## src/pkg/psq_pkg.sv

```systemverilog
package psq_pkg;
  // ------------------------------------------------------------
  // build and timing
  // ------------------------------------------------------------
  localparam int PHASES          = 4;
  localparam int PC_W_SMALL      = 11;
  localparam int PC_W_LARGE      = 12;
  localparam int WORD_W_SMALL    = 14;
  localparam int WORD_W_LARGE    = 15;
  localparam int STACK_LEVELS    = 6;

  // ------------------------------------------------------------
  // register offsets (data memory space)
  // ------------------------------------------------------------
  localparam logic [6:0] OFS_PC_LOW    = 7'h06;
  localparam logic [6:0] OFS_TBL_LOW   = 7'h07;
  localparam logic [6:0] OFS_TBL_HIGH  = 7'h08;
  localparam logic [7:0] TBL_LOW_RESET = 8'h00;
  localparam logic [7:0] TBL_HI_RESET  = 8'h00;

  // ------------------------------------------------------------
  // vectors
  // ------------------------------------------------------------
  localparam logic [11:0] VEC_RESET = 12'h000;
  localparam logic [11:0] VEC_EXT   = 12'h004;
  localparam logic [11:0] VEC_TMR   = 12'h008;
  localparam logic [11:0] VEC_ADC   = 12'h00c;

  // ------------------------------------------------------------
  // decoded control from the instruction decoder
  // ------------------------------------------------------------
  typedef enum logic [2:0] {
    PSQ_OP_NEXT   = 3'h0,
    PSQ_OP_SKIP   = 3'h1,
    PSQ_OP_JUMP   = 3'h2,
    PSQ_OP_CALL   = 3'h3,
    PSQ_OP_RET    = 3'h4,
    PSQ_OP_RD_CUR = 3'h5,
    PSQ_OP_RD_LST = 3'h6
  } psq_op_e;

  typedef struct packed {
    psq_op_e     op;
    logic        skip_true;
    logic [11:0] target;
    logic [6:0]  table_dest;
  } psq_exec_s;

  typedef struct packed {
    logic       wr;
    logic [6:0] addr;
    logic [7:0] data;
  } psq_dwr_s;

  typedef enum logic [1:0] {
    PSQ_ST_RUN   = 2'b00,
    PSQ_ST_FLUSH = 2'b01,
    PSQ_ST_TABLE = 2'b11
  } psq_state_e;
endpackage

```

## src/rtl/psq_phase_gen.sv

```systemverilog
`timescale 1ns/1ps
module psq_phase_gen (
  // clock and reset
  input  wire logic       ref_clk,
  input  wire logic       rst,
  // phase outputs
  output logic [3:0] phase,
  output logic       cycle_end
);
  import psq_pkg::*;

  logic [1:0] cnt_reg;
  logic [1:0] cnt_next;
  logic [3:0] phase_reg;
  logic [3:0] phase_next;

  always_comb begin
    cnt_next   = cnt_reg + 2'h1;
    phase_next = 4'h1 << cnt_next;                     // [RULE1]
  end

  always_ff @(posedge ref_clk or posedge rst) begin
    if (rst) begin
      cnt_reg   <= 2'h0;
      phase_reg <= 4'h1;
    end else begin
      cnt_reg   <= cnt_next;
      phase_reg <= phase_next;
    end
  end

  assign phase     = phase_reg;
  assign cycle_end = phase_reg[PHASES-1];              // [RULE1]
endmodule // psq_phase_gen

```

## src/rtl/psq_sequencer.sv

```systemverilog
`timescale 1ns/1ps
// Contract
// [RULE1] four clock phases per instruction cycle
// [RULE2] fetch overlaps previous instruction's execute
// [RULE3] pc-changing instructions take two cycles
// [RULE4] pc width 11 or 12 bits
// [RULE5] pc increments after each fetch
// [RULE6] true skip discards fetched instruction
// [RULE7] reset clears pc to zero
// [RULE8] external interrupt vectors to 004
// [RULE9] timer interrupt vectors to 008
// [RULE10] converter interrupt vectors to 00c
// [RULE11] pc low write jumps within page
// [RULE12] jump and call load full address
// [RULE13] return reloads pc from stack top
// [RULE14] current-page read uses pc upper bits
// [RULE15] last-page read forces upper bits one
// [RULE16] table read splits word low/high
// [RULE17] table pointer readable and writable
// [RULE18] table high is read-only
// [RULE19] table reads take two cycles
// [RULE20] memory addressed by pc or pointer
// [RULE21] stack full withholds interrupt acknowledge
// [RULE22] interrupt priority external, timer, converter
module psq_sequencer #(
  parameter int PC_W   = psq_pkg::PC_W_LARGE,
  parameter int WORD_W = psq_pkg::WORD_W_LARGE
) (
  // clock and reset
  input  wire logic                ref_clk,
  input  wire logic                rst,
  // program memory
  output logic [PC_W-1:0]          pm_addr,
  input  wire logic [WORD_W-1:0]   pm_data,
  // decoder side
  output logic [WORD_W-1:0]        instr,
  output logic                     instr_valid,
  output logic                     cycle_end,
  input  wire psq_pkg::psq_exec_s  exec,
  // data memory write and read of special registers
  input  wire psq_pkg::psq_dwr_s   dwr,
  input  wire logic [6:0]          rd_addr,
  output logic [7:0]               rd_data,
  output psq_pkg::psq_dwr_s        tbl_wr,
  // interrupts: enabled requests, acknowledge pulses
  input  wire logic [2:0]          irq_pend,
  output logic [2:0]               irq_ack,
  // status
  output logic [PC_W-1:0]          pc
);
  import psq_pkg::*;

  localparam int SP_W = 3;

  // ------------------------------------------------------------
  // phase generator
  // ------------------------------------------------------------
  logic       ic_end;

  psq_phase_gen u_phase (
    .ref_clk   (ref_clk),
    .rst       (rst),
    .phase     (),
    .cycle_end (ic_end)
  );

  // ------------------------------------------------------------
  // sequencer state
  // ------------------------------------------------------------
  psq_state_e            state_reg, state_next;
  logic [PC_W-1:0]       pc_reg, pc_next;                        // [RULE4]
  logic [WORD_W-1:0]     ir_reg, ir_next;
  logic                  irv_reg, irv_next;
  logic [7:0]            tlow_reg, tlow_next;
  logic [7:0]            thigh_reg, thigh_next;
  logic [PC_W-1:0]       addr_reg, addr_next;
  logic [PC_W-1:0]       stk_reg [STACK_LEVELS];
  logic [PC_W-1:0]       stk_next [STACK_LEVELS];
  logic [SP_W-1:0]       sp_reg, sp_next;
  logic [6:0]            tdest_reg, tdest_next;
  psq_dwr_s              twr_reg, twr_next;
  logic [2:0]            ack_reg, ack_next;
  logic [7:0]            rd_reg, rd_next;
  logic                  cend_reg;

  logic                  stack_full;
  logic                  push;
  logic [PC_W-1:0]       push_val;
  logic [PC_W-1:0]       stk_top;

  assign stack_full = (sp_reg == SP_W'(STACK_LEVELS));
  assign stk_top    = stk_reg[0];

  always_comb begin
    state_next = state_reg;
    pc_next    = pc_reg;
    ir_next    = ir_reg;
    irv_next   = irv_reg;
    tlow_next  = tlow_reg;
    thigh_next = thigh_reg;
    addr_next  = addr_reg;
    sp_next    = sp_reg;
    tdest_next = tdest_reg;
    twr_next   = '0;
    ack_next   = '0;
    push       = 1'b0;
    push_val   = pc_reg;

    // software side, takes effect any phase
    if (dwr.wr && dwr.addr == OFS_TBL_LOW)
      tlow_next = dwr.data;                                       // [RULE17]
    // table high ignores writes                                  // [RULE18]

    if (ic_end) begin
      case (state_reg)
        PSQ_ST_RUN: begin
          // fetch word at pc is latched; execute of previous overlaps [RULE2]
          ir_next  = pm_data;
          irv_next = 1'b1;
          pc_next  = pc_reg + PC_W'(1);                           // [RULE5]
          addr_next = pc_next;
          if (irv_reg) begin
            case (exec.op)
              PSQ_OP_SKIP: if (exec.skip_true) begin
                irv_next   = 1'b0;                                // [RULE6]
                state_next = PSQ_ST_FLUSH;
              end
              PSQ_OP_JUMP, PSQ_OP_CALL: begin
                pc_next    = exec.target[PC_W-1:0];               // [RULE12]
                irv_next   = 1'b0;                                // [RULE3]
                state_next = PSQ_ST_FLUSH;
                if (exec.op == PSQ_OP_CALL) begin
                  push     = 1'b1;
                  push_val = pc_reg;
                end
              end
              PSQ_OP_RET: begin
                pc_next    = stk_top;                             // [RULE13]
                irv_next   = 1'b0;
                state_next = PSQ_ST_FLUSH;
              end
              PSQ_OP_RD_CUR: begin
                addr_next  = {pc_reg[PC_W-1:8], tlow_reg};        // [RULE14]
                tdest_next = exec.table_dest;
                irv_next   = 1'b0;
                state_next = PSQ_ST_TABLE;                        // [RULE19]
              end
              PSQ_OP_RD_LST: begin
                addr_next  = {{(PC_W-8){1'b1}}, tlow_reg};        // [RULE15]
                tdest_next = exec.table_dest;
                irv_next   = 1'b0;
                state_next = PSQ_ST_TABLE;
              end
              default: ;
            endcase
            if (dwr.wr && dwr.addr == OFS_PC_LOW) begin
              pc_next    = {pc_reg[PC_W-1:8], dwr.data};          // [RULE11]
              irv_next   = 1'b0;
              state_next = PSQ_ST_FLUSH;
            end
          end
          // interrupt entry replaces the next fetch
          if (state_next == PSQ_ST_RUN && irq_pend != 3'h0 && !stack_full) begin // [RULE21]
            // the fetch at pc_reg is dropped, so return resumes there
            push       = 1'b1;
            push_val   = pc_reg;
            irv_next   = 1'b0;
            state_next = PSQ_ST_FLUSH;
            if (irq_pend[0]) begin                                // [RULE22]
              pc_next  = VEC_EXT[PC_W-1:0];                       // [RULE8]
              ack_next = 3'b001;
            end else if (irq_pend[1]) begin
              pc_next  = VEC_TMR[PC_W-1:0];                       // [RULE9]
              ack_next = 3'b010;
            end else begin
              pc_next  = VEC_ADC[PC_W-1:0];                       // [RULE10]
              ack_next = 3'b100;
            end
          end
          if (state_next != PSQ_ST_TABLE)
            addr_next = pc_next;                                  // [RULE20]
        end
        PSQ_ST_TABLE: begin
          twr_next.wr   = 1'b1;                                   // [RULE16]
          twr_next.addr = tdest_reg;
          twr_next.data = pm_data[7:0];
          thigh_next    = 8'(pm_data[WORD_W-1:8]);
          // word fetched before the table read waited in ir
          irv_next      = 1'b1;                                   // [RULE19]
          addr_next     = pc_reg;
          state_next    = PSQ_ST_RUN;
        end
        PSQ_ST_FLUSH: begin
          // dummy cycle: refetch from new pc                     [RULE3]
          ir_next    = pm_data;
          irv_next   = 1'b1;
          pc_next    = pc_reg + PC_W'(1);                         // [RULE5]
          state_next = PSQ_ST_RUN;
          addr_next  = pc_next;
        end
        default: state_next = PSQ_ST_RUN;
      endcase
    end

    // stack: entry 0 is top; a call on a full stack drops the oldest
    for (int i = 0; i < STACK_LEVELS; i++)
      stk_next[i] = stk_reg[i];
    if (push) begin
      stk_next[0] = push_val;
      for (int i = 1; i < STACK_LEVELS; i++)
        stk_next[i] = stk_reg[i-1];
      if (!stack_full)
        sp_next = sp_reg + SP_W'(1);
    end else if (ic_end && state_reg == PSQ_ST_RUN && irv_reg &&
                 exec.op == PSQ_OP_RET) begin
      for (int i = 0; i < STACK_LEVELS - 1; i++)
        stk_next[i] = stk_reg[i+1];
      if (sp_reg != SP_W'(0))
        sp_next = sp_reg - SP_W'(1);                              // [RULE21]
    end

    case (rd_addr)
      OFS_PC_LOW:   rd_next = pc_reg[7:0];
      OFS_TBL_LOW:  rd_next = tlow_reg;                           // [RULE17]
      OFS_TBL_HIGH: rd_next = thigh_reg;
      default:      rd_next = 8'h00;
    endcase
  end

  always_ff @(posedge ref_clk or posedge rst) begin
    if (rst) begin
      state_reg <= PSQ_ST_RUN;
      pc_reg    <= VEC_RESET[PC_W-1:0];                           // [RULE7]
      ir_reg    <= '0;
      irv_reg   <= 1'b0;
      tlow_reg  <= TBL_LOW_RESET;
      thigh_reg <= TBL_HI_RESET;
      addr_reg  <= VEC_RESET[PC_W-1:0];
      sp_reg    <= '0;
      tdest_reg <= '0;
      twr_reg   <= '0;
      ack_reg   <= '0;
      rd_reg    <= 8'h00;
      cend_reg  <= 1'b0;
      for (int i = 0; i < STACK_LEVELS; i++)
        stk_reg[i] <= '0;
    end else begin
      state_reg <= state_next;
      pc_reg    <= pc_next;
      ir_reg    <= ir_next;
      irv_reg   <= irv_next;
      tlow_reg  <= tlow_next;
      thigh_reg <= thigh_next;
      addr_reg  <= addr_next;
      sp_reg    <= sp_next;
      tdest_reg <= tdest_next;
      twr_reg   <= twr_next;
      ack_reg   <= ack_next;
      rd_reg    <= rd_next;
      cend_reg  <= ic_end;
      for (int i = 0; i < STACK_LEVELS; i++)
        stk_reg[i] <= stk_next[i];
    end
  end

  // ------------------------------------------------------------
  // outputs
  // ------------------------------------------------------------
  assign pm_addr     = addr_reg;
  assign instr       = ir_reg;
  assign instr_valid = irv_reg;
  assign cycle_end   = cend_reg;
  assign rd_data     = rd_reg;
  assign tbl_wr      = twr_reg;
  assign irq_ack     = ack_reg;
  assign pc          = pc_reg;
endmodule // psq_sequencer

```

## config.mk

```make
export PLATFORM = sky130hd
export DESIGN_NAME = psq_sequencer
export DESIGN_NICKNAME = d
export VERILOG_FILES = /design/src/pkg/psq_pkg.sv /design/src/rtl/psq_phase_gen.sv /design/src/rtl/psq_sequencer.sv
export SDC_FILE = /design/constraint.sdc
export NUM_CORES = 1
export LEC_CHECK = 0
export CORE_MARGIN = 2
export CORE_UTILIZATION = 40
export CTS_CLUSTER_DIAMETER = 30
export CTS_CLUSTER_SIZE = 14
export DETAILED_ROUTE_END_ITERATION = 10
export DONT_BUFFER_PORTS = 1
export GPL_ROUTABILITY_DRIVEN = 0
export PLACE_DENSITY = 0.52
export SETUP_SLACK_MARGIN = 0.1
export SLEW_MARGIN = 40
export SYNTH_ARGS = -nofsm -noshare
export SYNTH_HDL_FRONTEND = slang
export SYNTH_SLANG_ARGS = --single-unit
```

## constraint.sdc

```tcl
create_clock -name ref_clk -period 13.5 [get_ports ref_clk]
set_input_delay 2.025 -clock ref_clk [delete_from_list [all_inputs] [get_ports ref_clk]]
set_output_delay 2.025 -clock ref_clk [all_outputs]
set_load 0.05 [all_outputs]
```

==> flow_summary.json, run 1 <==
{
  "path_max_fanout": 73,
  "grt_pass1_vias": 7106,
  "rsz0062_at_grt": "no",
  "wl_um": 26400,
  "layout_commonest_cell": "dfrtp_1",
  "area_delta_synth_final_pct": 9.14,
  "nets": 924,
  "wl_per_cell_um": 22.9,
  "cts_root_buf": "clkbuf_16",
  "final-hold-violation-count": 0,
  "fin_crit_sh_pct": 36.7,
  "seq_power_share_pct": 47.2,
  "ys_seq_area_share_pct": 46.5,
  "fin_skew_ns": 0.0140,
  "status": "finished clean",
  "cp_num_buf_inv": 1,
  "cts_resized": 0,
  "synth-main-ff-cell": "dfrtp_1",
  "grt_max_degree": 106,
  "swShare_pct": 42.9,
  "antenna_left": 0,
  "crit_path_end_kind": "flop",
  "final_cell_mix": "dfrtp_1 (163), nand2_1 (98), mux2_2 (56)",
  "first_iter_violations": 656,
  "clkTransAtPathRegs_ns": 0.07,
  "cts_setup_buffers": 0,
  "max_freq_ghz": 0.202,
  "worst_path_max_delay_cell": "or4b_1",
  "viasPerCell": 6.10,
  "start_kind": "primary input",
  "powerDensity_nw_per_um2": 213,
  "pin_count": 134,
  "synth.cell_area_um2": 9140,
  "h-tree-depth": 4,
  "intPower_w": 0.00121,
  "grt_pass1_wl_um": 41600,
  "dpl.hpwl_um": 18000,
  "syn-num-nets": 957,
  "vdd_drop_max_uv": 114,
  "ys_seq_elements": 170,
  "syn-mean-instance-area_um2": 10.3,
  "largest_reg_flops": 60,
  "synth_cell_types": 77,
  "cts-buffers-inserted": 17,
  "worstPathRequired_ns": 13.85,
  "grt_overflow": 0,
  "port_buffers": 0,
  "num_rows": 55,
  "drv_cap": 0,
  "ys_async_sr_fraction_pct": 100,
  "comb_power_share_pct": 29.5,
  "setup_tns_ns": 0,
  "p_clk_share_pct": 23.3,
  "arrival_ns": 5.31,
  "syn_inst": 888,
  "hold_path.class": "reg -> reg",
  "die_height_um": 155,
  "ys_warn_count": 0,
  "clock_sinks": 170,
  "antenna_found_initial": 1,
  "criticalPathCategory": "in -> reg",
  "finalPower_w": 0.00212,
  "synth-edff-count": 0,
  "core_um2": 22600,
  "ctsHoldBuffers": 0,
  "n_antenna_cell": 0,
  "vias": 7033,
  "clockBufferDepth": 2,
  "clk_latency_ns": 0.43,
  "switching_power_w": 0.000911,
  "worstMarginPinSlew_ns": 0.919,
  "drc": 0,
  "maxSlewHeadroom_pct": 38.4,
  "period_minus_slack_ns": 4.96,
  "maxSlewViolCount": 0,
  "cpMostUsedCell": "nor2_4",
  "die_area_um2": 24100,
  "setup_viol": 0,
  "drt-pass1-iter-count": 5,
  "cts_tree": "built",
  "die_w_um": 155,
  "crit_chain": "or4b_1 > nor2_4 > o311ai_2 > nor2_4 > o21ai_4 > buf_6 > fa_1 > or3_1 > a21oi_1 > a2bb2oi_1",
  "start_util_pct": 40.5,
  "crit_family": "simple AND/OR/NAND/NOR gates",
  "leakage_nw": 4.56,
  "drive_gt1_share_pct": 19.1,
  "crit_path_max_incr_delay_ns": 0.73,
  "gr-usage-all-layers_pct": 22.3
}
-- final cells by class --
class	instances	area, um^2
well taps	285	357
multi-input cells	634	4530
fillers	2184	12600
repair buffers	15	144
flip-flops and latches	170	4260
clock inverters	15	189
inverters	17	71.3
clock buffers	17	425
-- through the flow --
step | setup WS, ns | instance area, um^2 | hold WS (ns) | util, % | std cells
final | 8.54 | 9980 | 0.408 | 44.2 | 1153
after CTS | 8.58 | 9950 | 0.407 | 44.1 | 1152
after detailed placement | 8.11 | 9330 | 0.397 | 41.3 | 1120
after global routing | 8.38 | 9980 | 0.440 | 44.2 | 1153
after floorplan | 6.87 | 9140 | 0.349 | - | 888
after global placement | 8.08 | 9310 | 0.396 | 41.2 | 1120
-- per-layer routing --
| metal | GRT usage (%) | routed length (um) | vias up |
|---|---|---|---|
| met5 | 0 | 8 | - |
| met4 | 9.70 | 854 | 2 |
| met3 | 5.46 | 2140 | 58 |
| met2 | 33.9 | 12100 | 289 |
| met1 | 30.3 | 11300 | 3494 |
| li1 | - | - | 3190 |
-- kinds of logic (layout without fill, tap and decap cells) --
logic type	Yosys count	in the layout	synth area share [%]
flip-flops	170	170	46.5
buffers and inverters	84	64	4.12
multiplexers	141	141	18.2
adder cells (fa/ha/maj)	3	3	0.493
AO/OA/AOI/OAI	204	204	15.1
XOR/XNOR	10	10	0.958
AND/OR/NAND/NOR	276	276	14.6
-- synth_stat cells (all sizes together), types with 4 or more instances --
cell type,number,area [um^2]
a211o,4,35.0
o31ai,7,52.6
o22ai,8,50.1
nand2b,7,43.8
nor2b,7,43.8
mux2i,49,490
nor2,53,214
a221oi,4,35.0
buf,23,148
a211oi,7,52.6
clkbuf,44,165
mux2,92,1170
and2,19,119
xnor2,6,52.6
a22oi,4,30.0
a21oi,56,280
a222oi,6,60.1
a31oi,7,43.8
xor2,4,35.0
dfrtp,170,4250
nand2,99,372
o32a,5,50.1
inv,17,63.8
nand3,16,80.1
o221ai,6,52.6
and3,4,25.0
o211ai,11,82.6
o21ai,43,226
nor3,44,220
or4,4,30.0
-- power groups by stage --
| stage | clock [W] | combinational, W | sequential (W) |
|---|---|---|---|
| 2_1_floorplan | 0 | 0.000508 | 0.000918 |
| 3_3_place_gp | 0 | 0.000601 | 0.000997 |
| 3_5_place_dp | 0 | 0.000616 | 0.00101 |
| 4_1_cts | 0.000510 | 0.000618 | 0.000998 |
| 5_1_grt | 0.000530 | 0.000685 | 0.00103 |
| 6_report | 0.000494 | 0.000626 | 0.00100 |
-- worst paths after layout --
path,start,endpoint,slack [ns],cells after the start
setup / recovery,dwr[13],sp_reg[2]$_DFFE_PP0P_,8.54,10
hold / removal,u_phase.cnt_reg[0]$_DFF_PP0_,u_phase.cnt_reg[0]$_DFF_PP0_,0.41,1
hold reg to reg,u_phase.cnt_reg[0]$_DFF_PP0_,u_phase.cnt_reg[0]$_DFF_PP0_,0.41,1
max in group asynchronous,rst,pc[5]$_DFFE_PP0P_,11.19,2
min in group asynchronous,rst,stk_reg[59]$_DFFE_PP0P_,1.40,1
setup reg to reg,u_phase.phase[3]$_DFF_PP0_,sp_reg[2]$_DFFE_PP0P_,10.23,9
Note: power is estimated with default switching activity, not from simulation.
==> inputs of run 2 (changes only) <==
- ABC_AREA: default -> 1
- PLACE_DENSITY: 0.52 -> 0.54
- clock period: 13.5 -> 4.4 ns (I/O delays scaled with it)
==> flow_summary.json, run 2 <==
{
  "ys_seq_elements": 170,
  "grt_max_degree": 72,
  "gr-usage-all-layers_pct": 20.3,
  "pin_count": 134,
  "ys_async_sr_fraction_pct": 100,
  "crit_path_end_kind": "flop",
  "crit_path_max_incr_delay_ns": 0.45,
  "start_util_pct": 41.0,
  "die_w_um": 148,
  "syn-num-nets": 1136,
  "synth_top_area_share_pct": 51.2,
  "cts_root_buf": "clkbuf_16",
  "crit_chain": "nor2_2 > buf_4 > inv_2 > nor2_2 > nand4_1 > nand2_4 > inv_2 > fa_1 > inv_1 > nand3_1 > nand2_1 > nand2_1 > nand2_1 > nand2_1",
  "layout_commonest_cell": "nand2_1",
  "first_iter_violations": 498,
  "final_cell_mix": "nand2_1 (303), dfrtp_1 (170), nand3_1 (162)",
  "worst_path_max_delay_cell": "dfrtp_1",
  "synth.most_common_cell": "nand2_1",
  "place_ws_ns": 1.19,
  "vdd_drop_max_uv": 275,
  "synth-main-ff-cell": "dfrtp_1",
  "worstMarginPinSlew_ns": 0.852,
  "start_kind": "flop",
  "num_rows": 52,
  "criticalPathCategory": "reg -> reg",
  "clock_sinks": 170,
  "drive_gt1_share_pct": 6.53,
  "grt_pass1_vias": 6469,
  "drv_cap": 0,
  "fin_ws_ns": 1.25,
  "port_buffers": 0,
  "area_delta_synth_final_pct": 10.0,
  "setup_tns_ns": 0,
  "synth_commonest_cells": "nand2_1 (303), dfrtp_1 (170), nand3_1 (162)",
  "syn-mean-instance-area_um2": 7.79,
  "period_minus_slack_ns": 3.15,
  "n_antenna_cell": 0,
  "worstPathRequired_ns": 4.72,
  "fin_skew_ns": 0.0144,
  "maxSlewViolCount": 0,
  "status": "finished clean",
  "wl_per_cell_um": 16.6,
  "clkTransAtPathRegs_ns": 0.08,
  "vias": 6857,
  "fin_crit_sh_pct": 71.5,
  "setup_viol": 0,
  "grt_overflow": 0,
  "synth-edff-count": 0,
  "cts_tree": "built",
  "h-tree-depth": 4,
  "grt_pass1_wl_um": 35100,
  "clockBufferDepth": 2,
  "final-hold-violation-count": 0,
  "path_max_fanout": 39,
  "ctsHoldBuffers": 0,
  "die_height_um": 148,
  "viasPerCell": 5.17,
  "wl_um": 22000,
  "dpl.hpwl_um": 14800,
  "clk_latency_ns": 0.43,
  "finalPower_w": 0.00564,
  "cpMostUsedCell": "nand2_1",
  "ys_seq_area_share_pct": 51.2,
  "largest_reg_flops": 60,
  "cts_resized": 0,
  "hold_path.class": "in -> async",
  "core_um2": 20300,
  "antenna_left": 0,
  "antenna_found_initial": 0,
  "die_area_um2": 22000,
  "powerDensity_nw_per_um2": 616,
  "arrival_ns": 3.47,
  "cts_setup_buffers": 0,
  "synth.cell_area_um2": 8320,
  "max_freq_ghz": 0.318,
  "syn_inst": 1067,
  "cts-buffers-inserted": 17,
  "leakage_nw": 4.59,
  "rsz0062_at_grt": "no",
  "ys_warn_count": 0,
  "drt-pass1-iter-count": 5,
  "nets": 1112,
  "postLayoutCellArea_um2": 9150,
  "yosys.area.top_type": "dfrtp_1",
  "drc": 0,
  "place_area_um2": 8530,
  "synthTopCellsByArea": "dfrtp_1 (51%), nand2_1 (14%), nand3_1 (9.7%)",
  "synth_cell_types": 39,
  "maxSlewHeadroom_pct": 43.2
}
run 2: cell types whose count changed after synthesis, sizes merged, moves of 19 or more:
cell and delta:
nand2 +205, nand3 +147, inv +96, mux2 -92, mux2i -49, nor3 -38, nor2 +32, a21oi -28
o21ai +22, and2 -19
run 2: final cells by class:
cell class	instances	area, um^2
multi-input combinational	727	3380
sequential	170	4250
timing repair buffer	14	150
fill	2086	11100
inverter	113	428
clock buffer	17	425
clock inverter	15	171
tap	270	338
run 2: cells by family (layout without fill, tap and decap cells):
logic type | after synthesis | after routing | share of synthesized area, %
simple gates | 580 | 580 | 29.9
flops | 170 | 170 | 51.2
buf+inv | 170 | 159 | 8.30
compound gates | 138 | 138 | 9.49
xor+xnor | 6 | 6 | 0.632
fa+ha+maj | 3 | 3 | 0.542
run 2: per-stage QoR:
stage / utilization [%] / std cells / hold slack, ns
finish: 45.1 / 1326 / 0.0889
global route: 45.1 / 1326 / 0.0958
CTS: 44.9 / 1325 / 0.244
detailed placement: 42.0 / 1293 / 0.397
global placement: 42.0 / 1293 / 0.397
floorplan: - / 1067 / 0.386
run 2: worst max-delay path, delay by kind of cell, from the launching register on:
family / cells / cell delay, ns
DFF: 1 / 0.45
and+or+nand+nor: 9 / 1.39
adders and majority gates: 1 / 0.36
buffers and inverters: 4 / 0.83
run 2: path summary, 6_finish.rpt:
kind | start | to | slack [ns] | depth (start not counted)
worst max-delay path | state_reg[1]$_DFFE_PP0P_ | sp_reg[2]$_DFFE_PP0P_ | 1.25 | 14
worst min-delay path | rst | sp_reg[1]$_DFFE_PP0P_ | 0.09 | 1
worst max register to register | state_reg[1]$_DFFE_PP0P_ | sp_reg[2]$_DFFE_PP0P_ | 1.25 | 14
worst min register to register | u_phase.cnt_reg[0]$_DFF_PP0_ | u_phase.cnt_reg[0]$_DFF_PP0_ | 0.41 | 1
max in group asynchronous | rst | tbl_wr[12]$_DFF_PP0_ | 3.36 | 3
min in group ref_clk | irq_pend[0] | irq_ack[2]$_DFF_PP0_ | 0.30 | 1
run 2: power breakdown:
part           total, W  internal [W]  leakage, nW  switching (W)
Clock           0.00153      0.000813        0.288       0.000712
Combinational   0.00128      0.000465         2.11       0.000810
Sequential      0.00283       0.00198         2.19       0.000857
run 2: routing by layer:
metal	up-vias	routed length, um	GRT usage (%)	share of wire (%)
met5	-	0	0	0
met4	0	357	5.57	1.6
met3	23	1200	5.06	5.4
met2	181	10500	32.2	48
met1	3230	9930	27.8	45
li1	3423	-	-	-
==> inputs of run 3 (changes only) <==
- PLACE_DENSITY: 0.54 -> 0.52
- clock period: 4.4 -> 2.9 ns (I/O delays scaled with it)
==> flow_summary.json, run 3 (synthesis results as in run 2) <==
{
  "powerDensity_nw_per_um2": 934,
  "path_max_fanout": 86,
  "criticalPathCategory": "reg -> reg",
  "cp_num_buf_inv": 3,
  "first_iter_violations": 586,
  "wl_met1_um": 10500,
  "nFillCells": 2056,
  "layout_commonest_cell": "nand2_1",
  "multi_input_area_um2": 3380,
  "worst_path_max_delay_cell": "dfrtp_1",
  "antenna_left": 0,
  "crit_family": "simple AND/OR/NAND/NOR gates",
  "n_antenna_cell": 0,
  "rr_endpoint": "stk_reg[53]$_DFFE_PP0P_",
  "die_height_um": 148,
  "pin_count": 134,
  "leakage_nw": 4.69,
  "start_kind": "flop",
  "start_util_pct": 41.0,
  "antenna_found_initial": 0,
  "worstPathRequired_ns": 3.21,
  "drive_gt1_share_pct": 8.43,
  "nets": 1135,
  "maxSlewHeadroom_pct": 53.7,
  "core_um2": 20300,
  "final-hold-violation-count": 0,
  "port_buffers": 0,
  "crit_path_max_incr_delay_ns": 0.44,
  "wl_met3_um": 1020,
  "regToRegSetupSlack_ns": 0.71,
  "area_delta_synth_final_pct": 12.4,
  "arrival_ns": 2.50,
  "crit_chain": "nor2_2 > inv_2 > nor2_2 > nand4_1 > nand2_4 > buf_12 > nor2_4 > buf_12 > nand2_1 > nand3_1",
  "worstMarginPinSlew_ns": 0.689,
  "seqCellArea_um2": 4250,
  "hold_path.class": "in -> reg",
  "dpl.hpwl_um": 15300,
  "vdd_drop_max_uv": 521,
  "r2r_start": "state_reg[1]$_DFFE_PP0P_",
  "grt_pass1_vias": 6798,
  "largest_reg_flops": 60,
  "clock_sinks": 170,
  "drv_cap": 0,
  "maxSlewViolCount": 0,
  "fin_ws_ns": 0.711,
  "status": "finished clean",
  "die_w_um": 148,
  "final_cell_mix": "nand2_1 (303), dfrtp_1 (170), nand3_1 (162)",
  "setup_viol": 0,
  "hp-start": "irq_pend[0]",
  "vias": 6921,
  "holdPathEnd": "irq_ack[2]$_DFF_PP0_",
  "min_path_cells": 1,
  "cts_root_buf": "clkbuf_16",
  "setup_tns_ns": 0,
  "drt-pass1-iter-count": 4,
  "max_freq_ghz": 0.457,
  "die_area_um2": 22000,
  "h-tree-depth": 4,
  "grt_overflow": 0,
  "cts_setup_buffers": 0,
  "clkTransAtPathRegs_ns": 0.07,
  "top_layer": "met4",
  "place_ws_ns": 0.534,
  "finalPower_w": 0.00873,
  "clockBufferDepth": 2,
  "drc": 0,
  "cts_resized": 0,
  "dr_wl_met2_um": 10600,
  "wl_per_cell_um": 16.8,
  "wl_um": 22600,
  "fin_skew_ns": 0.00965,
  "grt_max_degree": 87,
  "fin_crit_sh_pct": 75.5,
  "crit_path_end_kind": "flop",
  "cts_tree": "built",
  "grt_pass1_wl_um": 36900,
  "num_rows": 52,
  "rsz0062_at_grt": "no",
  "period_minus_slack_ns": 2.19,
  "gr-usage-all-layers_pct": 21.3,
  "cts-buffers-inserted": 17,
  "viasPerCell": 5.13,
  "clk_latency_ns": 0.43,
  "rr_worst_depth": 10
}
==> run 3: cell count changes in the layout (fill, tap and decap cells not counted) <==
cell	delta
inv_6	-3
clkinvlp_4	+2
clkinv_8	+1
clkinv_2	-1
dlygate4sd3_1	+1
buf_4	+20
clkinv_4	+1
buf_16	-1
buf_12	+3
==> run 3: metrics by stage <==
| stage | utilization [%] | std cells | hold WS (ns) | cell area [um^2] |
|---|---|---|---|---|
| after floorplan | - | 1067 | 0.386 | 8320 |
| after CTS | 46.1 | 1349 | 0.0496 | 9350 |
| after detailed placement | 43.0 | 1316 | 0.400 | 8740 |
| final | 46.1 | 1349 | 0.0745 | 9350 |
| after global routing | 46.1 | 1349 | 0.0543 | 9350 |
| after global placement | 43.0 | 1316 | 0.396 | 8740 |
==> run 3: area by class of cell <==
type,instances,area share [%]
multi-input combinational,727,36.2
clock buffer,17,4.55
timing repair buffer,37,3.67
inverter,113,4.58
tap,270,3.61
clock inverter,15,1.93
sequential,170,45.5
==> run 3: worst max path at each step <==
stage                             startpoint                       to  depth (start not counted)
floorplan                                rst      cycle_end$_DFF_PP0_                          1
global placement                    exec[22]   pm_addr[4]$_DFFE_PP0P_                         14
detailed placement                   dwr[13]    sp_reg[2]$_DFFE_PP0P_                         17
CTS                 state_reg[1]$_DFFE_PP0P_  stk_reg[58]$_DFFE_PP0P_                          8
global route        state_reg[1]$_DFFE_PP0P_  stk_reg[47]$_DFFE_PP0P_                         12
finish              state_reg[1]$_DFFE_PP0P_  stk_reg[53]$_DFFE_PP0P_                         10
==> run 3: timing repair <==
item | in CTS | in global routing
hold buffers | 1 | 0
hold endpoints to repair | 19 | 0
endpoints found under the setup margin | 0 | 0
==> run 3: metal layers <==
layer / GRT usage, % / up-vias
li1: - / 3456
met1: 29.2 / 3281
met2: 33.5 / 151
met3: 4.20 / 33
met4: 8.76 / 0
met5: 0 / -
==> run 3: where the power goes <==
group | switching, W | internal (W)
clock network | 0.00112 | 0.00123
logic | 0.00163 | 0.000823
registers | 0.000925 | 0.00301
total | 0.00367 | 0.00507
